`src/verilog/ccw_pkg.sv`:
```
/*
 * Constants for the cycle watch and clock pulse byte block: register map,
 * field positions, reset values, legal ranges, timing counts and states.
 * Assumes a 20 MHz system clock and a plain register port with byte addresses.
 */
package ccw_pkg;

    // Clock and base tick.
    localparam int CLK_KHZ        = 20000;
    localparam int TICK_MS        = 1;
    localparam int MS_TICK_CYCLES = CLK_KHZ * TICK_MS;
    localparam int UNIT_MS        = 100;
    localparam int COMM_WINDOW_MS = 100;

    ////////////////////////////////////////////////////////////////////////////
    // Register byte addresses.
    localparam logic [7:0] A_CTRL     = 8'h00;
    localparam logic [7:0] A_CLK_BYTE = 8'h04;
    localparam logic [7:0] A_SCAN_LIM = 8'h08;
    localparam logic [7:0] A_COMM_PCT = 8'h0c;
    localparam logic [7:0] A_SELFTEST = 8'h10;
    localparam logic [7:0] A_PARAM_TO = 8'h14;
    localparam logic [7:0] A_READY_TO = 8'h18;
    localparam logic [7:0] A_STATUS   = 8'h1c;
    localparam logic [7:0] A_DIAG     = 8'h20;

    // Control fields.
    localparam int F_CPB_EN  = 0;
    localparam int F_HWTEST  = 1;
    localparam int F_START   = 2;

    // Diagnostic flag positions.
    localparam int D_SCAN    = 0;
    localparam int D_PARAM   = 1;
    localparam int D_READY   = 2;
    localparam int D_RAM     = 3;
    localparam int D_PROG    = 4;
    localparam int D_MODFAIL = 5;
    localparam int D_WIRE    = 6;
    localparam int D_NUM     = 7;

    // Reset values and legal ranges.
    localparam logic [7:0]  RST_CLK_BYTE = 8'h00;
    localparam logic [12:0] RST_SCAN_LIM = 13'h0096;
    localparam logic [12:0] MIN_SCAN_LIM = 13'h0001;
    localparam logic [12:0] MAX_SCAN_LIM = 13'h1770;
    localparam logic [5:0]  RST_COMM_PCT = 6'h14;
    localparam logic [5:0]  MIN_COMM_PCT = 6'h0a;
    localparam logic [5:0]  MAX_COMM_PCT = 6'h32;
    localparam logic [15:0] RST_PARAM_TO = 16'h0064;
    localparam logic [15:0] MIN_PARAM_TO = 16'h0001;
    localparam logic [15:0] MAX_PARAM_TO = 16'h2710;
    localparam logic [15:0] RST_READY_TO = 16'hfde8;
    localparam logic [15:0] MIN_READY_TO = 16'h0001;
    localparam logic [15:0] MAX_READY_TO = 16'hfde8;

    // Half periods in ms of the clock pulse bits, bit 7 first (periods 2 s down to 0.1 s).
    localparam logic [7:0][9:0] CPB_HALF_MS = {10'h3e8, 10'h320, 10'h1f4, 10'h190,
                                               10'h0fa, 10'h0c8, 10'h064, 10'h032};

    typedef enum logic [2:0] {
        ST_IDLE    = 3'h0,
        ST_RAMTEST = 3'h1,
        ST_PARAM   = 3'h2,
        ST_READY   = 3'h3,
        ST_RUN     = 3'h4,
        ST_STOP    = 3'h5
    } ccw_state_t;

endpackage

```
`src/verilog/ccw_cycle_watch.sv`:
```
/*
 * Controller supervision block: clock pulse byte written into a memory byte,
 * scan cycle watchdog, communication load cap, power-on startup sequencer
 * and sticky system diagnostics.
 * Assumes the memory port, scan cycle strobe, RAM test engine and
 * communication requester run on clk; module_ready and wire_break are pins.
 */
`timescale 1ns/1ps

// Notes on behaviour
// Each clock pulse bit is a square wave with equal high and low time.
// Eight fixed periods, fastest 0.1 s, slowest 2 s.
// Clock pulse memory writes only when enabled; off after reset; target byte set.
// Target memory byte is selectable 0 to 255, default 0.
// A scan cycle longer than the limit (1..6000 ms, default 150) forces STOP.
// Communication share capped at 10..50 percent, default 20; OS services uncapped.
// Cyclic RAM self-test extension is fixed at zero.
// When enabled (default off), internal RAM is tested at every power on.
// Only complete restart is supported as startup type.
// Parameter distribution bounded by 1..10000 units of 100 ms, default 100.
// Modules must report ready within up to 65000 ms, else stay in STOP.
// Configuring party should choose the largest timeouts when unsure.
// Diagnostics record program errors, module failures and wire breaks.
// Bit 0 has the shortest period, rising monotonically to bit 7.
module ccw_cycle_watch #(
    parameter int MS_CYCLES = ccw_pkg::MS_TICK_CYCLES
) (
    // Clock and reset.
    input  wire logic        clk,
    input  wire logic        rstn,
    // Register port.
    input  wire logic [7:0]  addr,
    input  wire logic [31:0] wdata,
    input  wire logic        wr_en,
    input  wire logic        rd_en,
    output logic      [31:0] rdata,
    // Clock pulse byte memory port.
    output logic             mem_we,
    output logic      [7:0]  mem_addr,
    output logic      [7:0]  mem_wdata,
    // Program execution.
    input  wire logic        cycle_start,
    input  wire logic        prog_error,
    output logic             run,
    // Communication load.
    input  wire logic        comm_req,
    output logic             comm_grant,
    // Startup and rack modules.
    output logic             ram_test_req,
    input  wire logic        ram_test_done,
    input  wire logic        ram_test_fail,
    output logic             param_req,
    input  wire logic        param_done,
    input  wire logic        module_fail,
    input  wire logic        module_ready,
    input  wire logic        wire_break
);

    if (MS_CYCLES < 2 || MS_CYCLES > 32768) begin : g_bad_ms
        $error("MS_CYCLES out of range");
    end

    function automatic logic in_range(input logic [15:0] v, input logic [15:0] lo, input logic [15:0] hi);
        in_range = (v >= lo) && (v <= hi);
    endfunction

    ////////////////////////////////////////////////////////////////////////////
    // Reset release and pin synchronisers.
    logic [1:0] rst_q;
    logic       rst_n_s;
    logic [1:0] pin_q1;
    logic [1:0] pin_q2;

    always_ff @(posedge clk or negedge rstn) begin
        if (!rstn) begin
            rst_q <= 2'h0;
        end else begin
            rst_q <= {rst_q[0], 1'b1};
        end
    end
    assign rst_n_s = rst_q[1];

    always_ff @(posedge clk or negedge rst_n_s) begin
        if (!rst_n_s) begin
            pin_q1 <= 2'h0;
            pin_q2 <= 2'h0;
        end else begin
            pin_q1 <= {wire_break, module_ready};
            pin_q2 <= pin_q1;
        end
    end

    ////////////////////////////////////////////////////////////////////////////
    // Millisecond tick.
    logic [14:0] ms_cnt;
    logic [14:0] next_ms_cnt;
    logic        ms_tick;

    assign ms_tick = (ms_cnt == 15'(MS_CYCLES - 1));
    always_comb begin
        next_ms_cnt = ms_tick ? 15'h0000 : ms_cnt + 15'h0001;
    end
    always_ff @(posedge clk or negedge rst_n_s) begin
        if (!rst_n_s) begin
            ms_cnt <= 15'h0000;
        end else begin
            ms_cnt <= next_ms_cnt;
        end
    end

    ////////////////////////////////////////////////////////////////////////////
    // Clock pulse byte. All counters start together, so every edge of a slow bit
    // lines up with an edge of bit 0.
    logic [7:0]      pulse;
    logic [7:0][9:0] cpb_cnt;

    for (genvar i = 0; i < 8; i++) begin : g_cpb
        logic       wrap;
        logic [9:0] next_cnt;
        logic       next_bit;
        assign wrap = ms_tick && (cpb_cnt[i] == ccw_pkg::CPB_HALF_MS[i] - 10'h001);
        always_comb begin
            next_cnt = cpb_cnt[i];
            next_bit = pulse[i];
            if (wrap) begin
                next_cnt = 10'h000;
                next_bit = !pulse[i];
            end else if (ms_tick) begin
                next_cnt = cpb_cnt[i] + 10'h001;
            end
        end
        always_ff @(posedge clk or negedge rst_n_s) begin
            if (!rst_n_s) begin
                cpb_cnt[i] <= 10'h000;
                pulse[i]   <= 1'b0;
            end else begin
                cpb_cnt[i] <= next_cnt;
                pulse[i]   <= next_bit;
            end
        end
    end

    ////////////////////////////////////////////////////////////////////////////
    // Configuration registers.
    logic        cpb_en, hw_test_en, start;
    logic [7:0]  clk_byte;
    logic [12:0] scan_lim;
    logic [5:0]  comm_pct;
    logic [15:0] param_to, ready_to;
    logic        next_cpb_en, next_hw_test_en;
    logic [7:0]  next_clk_byte;
    logic [12:0] next_scan_lim;
    logic [5:0]  next_comm_pct;
    logic [15:0] next_param_to, next_ready_to;

    assign start = wr_en && (addr == ccw_pkg::A_CTRL) && wdata[ccw_pkg::F_START];

    always_comb begin
        next_cpb_en     = cpb_en;
        next_hw_test_en = hw_test_en;
        next_clk_byte   = clk_byte;
        next_scan_lim   = scan_lim;
        next_comm_pct   = comm_pct;
        next_param_to   = param_to;
        next_ready_to   = ready_to;
        if (wr_en && addr == ccw_pkg::A_CTRL) begin
            next_cpb_en     = wdata[ccw_pkg::F_CPB_EN];
            next_hw_test_en = wdata[ccw_pkg::F_HWTEST];
        end else if (wr_en && addr == ccw_pkg::A_CLK_BYTE) begin
            next_clk_byte = wdata[7:0];
        end else if (wr_en && addr == ccw_pkg::A_SCAN_LIM) begin
            if (in_range(wdata[15:0], 16'(ccw_pkg::MIN_SCAN_LIM), 16'(ccw_pkg::MAX_SCAN_LIM))) begin
                next_scan_lim = wdata[12:0];
            end
        end else if (wr_en && addr == ccw_pkg::A_COMM_PCT) begin
            if (in_range(wdata[15:0], 16'(ccw_pkg::MIN_COMM_PCT), 16'(ccw_pkg::MAX_COMM_PCT))) begin
                next_comm_pct = wdata[5:0];
            end
        end else if (wr_en && addr == ccw_pkg::A_PARAM_TO) begin
            if (in_range(wdata[15:0], ccw_pkg::MIN_PARAM_TO, ccw_pkg::MAX_PARAM_TO)) begin
                next_param_to = wdata[15:0];
            end
        end else if (wr_en && addr == ccw_pkg::A_READY_TO) begin
            if (in_range(wdata[15:0], ccw_pkg::MIN_READY_TO, ccw_pkg::MAX_READY_TO)) begin
                next_ready_to = wdata[15:0];
            end
        end
    end

    always_ff @(posedge clk or negedge rst_n_s) begin
        if (!rst_n_s) begin
            cpb_en     <= 1'b0;
            hw_test_en <= 1'b0;
            clk_byte   <= ccw_pkg::RST_CLK_BYTE;
            scan_lim   <= ccw_pkg::RST_SCAN_LIM;
            comm_pct   <= ccw_pkg::RST_COMM_PCT;
            param_to   <= ccw_pkg::RST_PARAM_TO;
            ready_to   <= ccw_pkg::RST_READY_TO;
        end else begin
            cpb_en     <= next_cpb_en;
            hw_test_en <= next_hw_test_en;
            clk_byte   <= next_clk_byte;
            scan_lim   <= next_scan_lim;
            comm_pct   <= next_comm_pct;
            param_to   <= next_param_to;
            ready_to   <= next_ready_to;
        end
    end

    ////////////////////////////////////////////////////////////////////////////
    // Startup sequencer, scan watchdog and communication budget.
    ccw_pkg::ccw_state_t state, next_state;
    logic [15:0] st_cnt, next_st_cnt;
    logic [6:0]  sub_ms, next_sub_ms;
    logic [12:0] scan_ms, next_scan_ms;
    logic [6:0]  win_ms, next_win_ms;
    logic [5:0]  comm_used, next_comm_used;
    logic        unit_tick, tmo_hit, overrun;

    assign unit_tick = ms_tick && (sub_ms == 7'(ccw_pkg::UNIT_MS - 1));
    assign tmo_hit   = (state == ccw_pkg::ST_PARAM) ? (unit_tick && st_cnt == param_to - 16'h0001)
                                                    : (ms_tick && st_cnt == ready_to - 16'h0001);
    assign overrun   = ms_tick && !cycle_start && (scan_ms == scan_lim);
    // The budget only gates the requester; OS data preparation is not routed here.
    assign comm_grant = comm_req && run && (comm_used < comm_pct);

    always_comb begin
        next_state     = state;
        next_st_cnt    = tmo_hit ? st_cnt : st_cnt + 16'h0001;
        next_sub_ms    = unit_tick ? 7'h00 : sub_ms + 7'h01;
        if (!ms_tick) begin
            next_sub_ms = sub_ms;
        end
        if (!((state == ccw_pkg::ST_PARAM) ? unit_tick : ms_tick)) begin
            next_st_cnt = st_cnt;
        end
        next_scan_ms   = cycle_start ? 13'h0000 : (ms_tick ? scan_ms + 13'h0001 : scan_ms);
        next_win_ms    = win_ms;
        next_comm_used = (comm_grant && ms_tick) ? comm_used + 6'h01 : comm_used;
        if (ms_tick) begin
            next_win_ms = win_ms + 7'h01;
            if (win_ms == 7'(ccw_pkg::COMM_WINDOW_MS - 1)) begin
                next_win_ms    = 7'h00;
                next_comm_used = 6'h00;
            end
        end
        case (state)
            ccw_pkg::ST_IDLE, ccw_pkg::ST_STOP: begin
                // Any start is a complete restart from a clean sequence.
                if (start) begin
                    // The test bit written beside start counts, so one write both arms and starts.
                    next_state = wdata[ccw_pkg::F_HWTEST] ? ccw_pkg::ST_RAMTEST : ccw_pkg::ST_PARAM;
                end
            end
            ccw_pkg::ST_RAMTEST: begin
                if (ram_test_done) begin
                    next_state = ram_test_fail ? ccw_pkg::ST_STOP : ccw_pkg::ST_PARAM;
                end
            end
            ccw_pkg::ST_PARAM: begin
                if (param_done) begin
                    next_state = ccw_pkg::ST_READY;
                end else if (tmo_hit) begin
                    next_state = ccw_pkg::ST_STOP;
                end
            end
            ccw_pkg::ST_READY: begin
                if (pin_q2[0]) begin
                    next_state = ccw_pkg::ST_RUN;
                end else if (tmo_hit) begin
                    next_state = ccw_pkg::ST_STOP;
                end
            end
            ccw_pkg::ST_RUN: begin
                if (overrun) begin
                    next_state = ccw_pkg::ST_STOP;
                end
            end
            default: begin
                next_state = ccw_pkg::ST_STOP;
            end
        endcase
        if (next_state != state) begin
            next_st_cnt  = 16'h0000;
            next_sub_ms  = 7'h00;
            next_scan_ms = 13'h0000;
        end
    end

    always_ff @(posedge clk or negedge rst_n_s) begin
        if (!rst_n_s) begin
            state     <= ccw_pkg::ST_IDLE;
            st_cnt    <= 16'h0000;
            sub_ms    <= 7'h00;
            scan_ms   <= 13'h0000;
            win_ms    <= 7'h00;
            comm_used <= 6'h00;
        end else begin
            state     <= next_state;
            st_cnt    <= next_st_cnt;
            sub_ms    <= next_sub_ms;
            scan_ms   <= next_scan_ms;
            win_ms    <= next_win_ms;
            comm_used <= next_comm_used;
        end
    end

    assign run          = (state == ccw_pkg::ST_RUN);
    assign ram_test_req = (state == ccw_pkg::ST_RAMTEST);
    assign param_req    = (state == ccw_pkg::ST_PARAM);

    ////////////////////////////////////////////////////////////////////////////
    // Diagnostics, memory write and read data.
    logic [ccw_pkg::D_NUM-1:0] diag, next_diag, diag_set;
    logic        next_mem_we;
    logic [7:0]  next_mem_addr, next_mem_wdata;
    logic [31:0] next_rdata;

    always_comb begin
        diag_set = '0;
        diag_set[ccw_pkg::D_SCAN]    = run && overrun;
        diag_set[ccw_pkg::D_PARAM]   = (state == ccw_pkg::ST_PARAM) && !param_done && tmo_hit;
        diag_set[ccw_pkg::D_READY]   = (state == ccw_pkg::ST_READY) && !pin_q2[0] && tmo_hit;
        diag_set[ccw_pkg::D_RAM]     = ram_test_req && ram_test_done && ram_test_fail;
        diag_set[ccw_pkg::D_PROG]    = prog_error;
        diag_set[ccw_pkg::D_MODFAIL] = module_fail;
        diag_set[ccw_pkg::D_WIRE]    = pin_q2[1];
        // A flag raised in the cycle it is cleared stays set.
        next_diag = diag;
        if (wr_en && addr == ccw_pkg::A_DIAG) begin
            next_diag = diag & ~wdata[ccw_pkg::D_NUM-1:0];
        end
        next_diag = next_diag | diag_set;
        // The byte is refreshed each ms so a new target byte is filled within one ms.
        next_mem_we    = cpb_en && ms_tick;
        next_mem_addr  = clk_byte;
        next_mem_wdata = pulse;
        next_rdata     = 32'h0000_0000;
        if (rd_en && addr == ccw_pkg::A_CTRL) begin
            next_rdata = {30'h0, hw_test_en, cpb_en};
        end else if (rd_en && addr == ccw_pkg::A_CLK_BYTE) begin
            next_rdata = {24'h0, clk_byte};
        end else if (rd_en && addr == ccw_pkg::A_SCAN_LIM) begin
            next_rdata = {19'h0, scan_lim};
        end else if (rd_en && addr == ccw_pkg::A_COMM_PCT) begin
            next_rdata = {26'h0, comm_pct};
        end else if (rd_en && addr == ccw_pkg::A_SELFTEST) begin
            next_rdata = 32'h0000_0000;
        end else if (rd_en && addr == ccw_pkg::A_PARAM_TO) begin
            next_rdata = {16'h0, param_to};
        end else if (rd_en && addr == ccw_pkg::A_READY_TO) begin
            next_rdata = {16'h0, ready_to};
        end else if (rd_en && addr == ccw_pkg::A_STATUS) begin
            next_rdata = {16'h0, pulse, 4'h0, state, run};
        end else if (rd_en && addr == ccw_pkg::A_DIAG) begin
            next_rdata = {25'h0, diag};
        end
    end

    always_ff @(posedge clk or negedge rst_n_s) begin
        if (!rst_n_s) begin
            diag      <= '0;
            mem_we    <= 1'b0;
            mem_addr  <= 8'h00;
            mem_wdata <= 8'h00;
            rdata     <= 32'h0000_0000;
        end else begin
            diag      <= next_diag;
            mem_we    <= next_mem_we;
            mem_addr  <= next_mem_addr;
            mem_wdata <= next_mem_wdata;
            rdata     <= next_rdata;
        end
    end
endmodule

```
`config.mk`:
```
export PLATFORM = sky130hd
export DESIGN_NAME = ccw_cycle_watch
export DESIGN_NICKNAME = d
export VERILOG_FILES = /design/src/verilog/ccw_pkg.sv /design/src/verilog/ccw_cycle_watch.sv
export SDC_FILE = /design/constraint.sdc
export NUM_CORES = 1
export LEC_CHECK = 0
export BUFFER_PORTS_ARGS = -buffer_cell sky130_fd_sc_hd__buf_4
export CAP_MARGIN = 5
export CORE_MARGIN = 2
export CORE_UTILIZATION = 65
export CTS_CLUSTER_SIZE = 25
export DETAILED_ROUTE_END_ITERATION = 6
export MAX_ROUTING_LAYER = met4
export PLACE_DENSITY = 0.95
export SYNTH_ARGS = -nofsm -noshare
export SYNTH_HDL_FRONTEND = slang
export SYNTH_SLANG_ARGS = --single-unit
```
`constraint.sdc`:
```
create_clock -name clk -period 18.95 [get_ports clk]
set_input_delay 3.79 -clock clk [delete_from_list [all_inputs] [get_ports clk]]
set_output_delay 3.79 -clock clk [all_outputs]
set_load 0.01 [all_outputs]
```
==> impl.org <==
** Outcome
- Status :: completed

** Clock network
- After clock tree synthesis, the clock-pin slew on the worst setup and hold paths is 0.06 ns.
- Post-CTS repair changed the size of 0 cells.
- Setup repair bufs after CTS :: 0
- Clock tree root driver cell :: sky130_fd_sc_hd__clkbuf_16
- The number of hold buffers added after CTS was 0.
- The longest clock path from root to sink contains 3 buffers.
- TritonCTS built the clock tree.
- For the worst-skew pair, the clock arrives at the later sink with an insertion delay of between 0.5 and 0.6 ns.
- The tree built by TritonCTS fans out to 262 sinks.
- CTS H-tree lvls :: 1
- TritonCTS created 27 clock buffers.

** GRT
- After global routing the overflow that remains totals 0.
- Overall track demand over capacity in global routing :: 0.329
- The initial antenna violation count came to 0.
- Entering global routing, the biggest net connects 76 pins.
- First-pass GRT wire length :: roughly 56 mm
- The via count of the first global-routing pass is between 10,000 and 15,000.

** Timing
- The worst path in the final design needs a cycle of 8.06 ns, including I/O delays and setup.
- Max-Slew Margin vs Limit :: 0.164
- # setup viols final :: 0
- Pins over their slew limit :: 0
- Period utilisation layout :: 0.426
- In the final timing run, aggregate negative setup slack is 0 ns.
- Transition at the pin with the smallest max-transition slack :: between 1 and 1.5 ns
- Max Clk Rate :: between 100 and 150 MHz
- Max Clock Skew :: 0.0108 ns
- Setup repair after global routing left no endpoint under its margin.
- Number of endpoints with negative hold slack in the final report :: 0

** Pwr
- In this run the static leakage power is roughly 0.0068 µW.
- In this run the power spent charging and discharging nets is about 330 µW.
- Of the total power, the share spent switching nets is 0.263.
- Of the total power, the clock network draws 0.422.
- Across the VDD grid, the largest voltage drop is ~0.076 mV.
- The share of total power dissipated in sequential elements is 0.471.
- Dividing total power by cell area gives a power density of between 80 and 90 mW/mm².
- Of the total power, combinational logic draws 0.106.
- PnR Total Power :: ~1200 µW
- Int Pwr :: between 900 and 1000 µW

** Drt
- Uppermost metal layer occupied by signal nets :: met4
- Dividing the detail-routed via count by the number of cells gives about 6.5.
- Met3 wirelength from detailed routing :: a little over 3 mm
- Antenna-violating nets left :: 0
- # DRC :: 0
- In the detailed route, the total length drawn on met2 is between 15 and 20 mm.
- The first TritonRoute pass finished after 7 iterations.
- Met1 Wirelength :: around 13 mm
- For this block, the via count after detailed routing is 10,800.
- Violation count after the first detailed-route iteration :: between 1,000 and 1,500
- WL/cell :: slightly above 20 µm
- The final layout contains routed wiring with a total length of around 34 mm.

** Worst setup path
- Critical path capture point type :: primary output
- The setup path with the least slack is of type input port to primary output.
- Along the worst path, the maximum fanout reaches 2.
- Worst endpoint data arrival time :: between 4 and 5 ns
- In this design, the stage delay of the slowest critical-path cell is between 0.15 and 0.2 ns.
- Cell type of the slowest stage on the worst timing path :: sky130_fd_sc_hd__a21oi_1
- Cell Chain, Critical Path :: buf_4 -> nand3b_1 -> a21oi_1 -> buf_4
- STA puts the critical path data required time at between 15 and 20 ns.
- Kind of launch point of the worst setup path :: input port
- The most numerous cell type found on the critical path is sky130_fd_sc_hd__buf_4.

** Synthesis
- Async set-reset flop share out of synthesis :: 1.00
- Flops & latches, synth :: 262
- The cell count after synthesis came out at between 1,000 and 1,500.
- In this run the cell area of the synthesized design comes to between 0.01 and 0.015 mm².
- Area contributors post-synth :: sky130_fd_sc_hd__dfrtp_1, sky130_fd_sc_hd__xor2_1, sky130_fd_sc_hd__xnor2_1
- Area share of the largest cell type after synthesis :: 0.457
- After synthesis, the netlist uses between 60 and 70 different library cells.
- Most frequent cell after synthesis :: sky130_fd_sc_hd__dfrtp_1
- The synthesized design spends more area on one cell type than any other, namely sky130_fd_sc_hd__dfrtp_1.
- Yosys printed 0 warnings.
- Among all flip-flop cells after synthesis, the most frequent one is sky130_fd_sc_hd__dfrtp_1.
- The share of the Yosys chip area taken by registers is 0.497.
- The commonest cells after synthesis are sky130_fd_sc_hd__dfrtp_1, sky130_fd_sc_hd__nand2_1, sky130_fd_sc_hd__nor2_1.
- EDFF count, synth :: 0
- A synthesized cell averages about 10 µm².

** Final layout
- The repair_antennas step left the layout with diodes totalling 0.
- After routing the design area is 0.0148 mm².
- Share of cells above drive strength 1 :: 0.156
- Area growth, synth to finish :: 11.8%
- Leaving out filler cells and counting taps, the final layout contains around 1,700.
- Share of the core filled with cells in the final layout :: 0.737
- Net total in the final layout :: between 1,000 and 1,500

** Placed design
- DPL Wire Length :: 22.3 mm
- # port buffers :: 73
- Post-detailed-placement cell area :: about 0.014 mm²
- Routability-driven placement finished with a final weighted congestion of 0.976.
- After detailed placement, the design holds a cell count of roughly 1,600.

** Floorplan
- The initialized floorplan defines 52 standard-cell rows.
- The floorplan step set the die height to ~150 µm.
- The die covers roughly 0.022 mm².
- The initial utilization of the core area, before any placement, comes to 0.659.
- Die W :: around 150 µm
- During I/O placement, the number of pins put on the boundary was ~110.
- Core region area :: 0.0201 mm²

** Run
- Max-cap violations in this run came to 0.

** Hold path
- The min-delay analysis places its worst path in the category register to register.
==> kinds of logic (layout without fill, tap and decap cells) <==
logic type	Yosys count	after routing	synth area share
other	2	17	0.000567
AOI/OAI and AO/OA	182	182	0.0948
buffers and inverters	110	176	0.0382
DFF	262	262	0.497
and+or+nand+nor	527	527	0.201
xor gates and xnor gates	150	150	0.0992
muxes	57	57	0.0480
adders and majority gates	23	23	0.0217
==> per-layer routing <==
metal | up-vias | track usage
met5 | - | -
met4 | 0 | 0.110
met3 | 131 | 0.0568
met2 | 578 | 0.538
li1 | 4750 | -
met1 | 5307 | 0.420
==> state kept, by name, indices dropped and copies added, names as in the netlist, 8 cells and up <==
name,count
clk_byte,8
cpb_cnt,80
mem_addr,8
mem_wdata,8
ms_cnt,15
next_mem_wdata,8
param_to,16
rdata,16
ready_to,16
scan_lim,13
scan_ms,13
st_cnt,16
==> power by group through the flow <==
stage                     logic (µW)  clock network, µW  registers (µW)
after detailed placement         129                  0             597
after global placement           124                  0             597
after global routing             143                556             590
final                            133                527             588
after CTS                        129                530             587
after floorplan                  108                  0             593
==> layout make-up <==
cell class / count / area [µm²]
Multi-Input combinational cell: 956 / 6220
Inverter: 41 / 154
Fill cell: 1273 / 5290
Tap cell: 270 / 338
Sequential cell: 262 / 6590
Clock buffer: 38 / 757
Clock inverter: 12 / 126
Timing Repair Buffer: 85 / 638
==> worst max-delay path: cells and delay by family <==
family | cells | cell delay [ns]
and+or+nand+nor | 1 | 0.10
AOI/OAI and AO/OA | 1 | 0.17
buffers and inverters | 2 | 0.22
==> final timing paths <==
check	from	end	slack (ns)	cells past startpoint
max	comm_req	comm_grant	10.89	4
min	pin_q1[0]$_DFF_PN0_	pin_q2[0]$_DFF_PN0_	0.35	0
max reg2reg	ready_to[2]$_DFFE_PN0P_	sub_ms[3]$_DFFE_PN0P_	14.90	10
min reg2reg	pin_q1[0]$_DFF_PN0_	pin_q2[0]$_DFF_PN0_	0.35	0
max in group asynchronous	rstn	rst_q[1]$_DFF_PN0_	15.83	1
min in group asynchronous	rst_q[1]$_DFF_PN0_	cpb_cnt[49]$_DFFE_PN0P_	0.37	0
==> layout by cell type (no fill, tap or decap), types with 5 or more instances in the layout <==
cell,n
sky130_fd_sc_hd__nand4b_1,5
sky130_fd_sc_hd__nor2_1,124
sky130_fd_sc_hd__mux2i_1,5
sky130_fd_sc_hd__xor2_1,81
sky130_fd_sc_hd__clkbuf_1,7
sky130_fd_sc_hd__inv_1,41
sky130_fd_sc_hd__clkinv_2,5
sky130_fd_sc_hd__nand2_1,125
sky130_fd_sc_hd__a222oi_1,11
sky130_fd_sc_hd__dfstp_2,20
sky130_fd_sc_hd__and3_1,21
sky130_fd_sc_hd__a21o_1,15
sky130_fd_sc_hd__conb_1,17
sky130_fd_sc_hd__or4_1,8
sky130_fd_sc_hd__or2_2,5
sky130_fd_sc_hd__nor4b_1,7
sky130_fd_sc_hd__or3_1,22
sky130_fd_sc_hd__a22o_1,7
sky130_fd_sc_hd__clkbuf_16,27
sky130_fd_sc_hd__nor3_1,44
sky130_fd_sc_hd__ha_1,23
sky130_fd_sc_hd__a221o_1,6
sky130_fd_sc_hd__nand2b_1,8
sky130_fd_sc_hd__nand4_1,47
sky130_fd_sc_hd__xnor2_1,69
sky130_fd_sc_hd__mux2_2,52
sky130_fd_sc_hd__o31ai_1,10
sky130_fd_sc_hd__nor2b_1,8
sky130_fd_sc_hd__a211oi_1,7
sky130_fd_sc_hd__nand3_1,51
sky130_fd_sc_hd__buf_4,85
sky130_fd_sc_hd__o21ai_0,46
sky130_fd_sc_hd__nor4_1,21
sky130_fd_sc_hd__and2_1,7
sky130_fd_sc_hd__dfrtp_1,241
sky130_fd_sc_hd__a31oi_1,10
sky130_fd_sc_hd__a21oi_1,28
sky130_fd_sc_hd__nand3b_1,5
sky130_fd_sc_hd__a22oi_1,11
==> through the flow <==
| step | setup slack, ns | hold WS, ns |
|---|---|---|
| after global placement | 10.92 | 0.333 |
| after floorplan | 11.06 | 0.331 |
| final | 10.89 | 0.351 |
| after CTS | 10.90 | 0.352 |
| after global routing | 10.85 | 0.354 |
| after detailed placement | 10.91 | 0.337 |
Note: power is estimated with default switching activity, not from simulation.
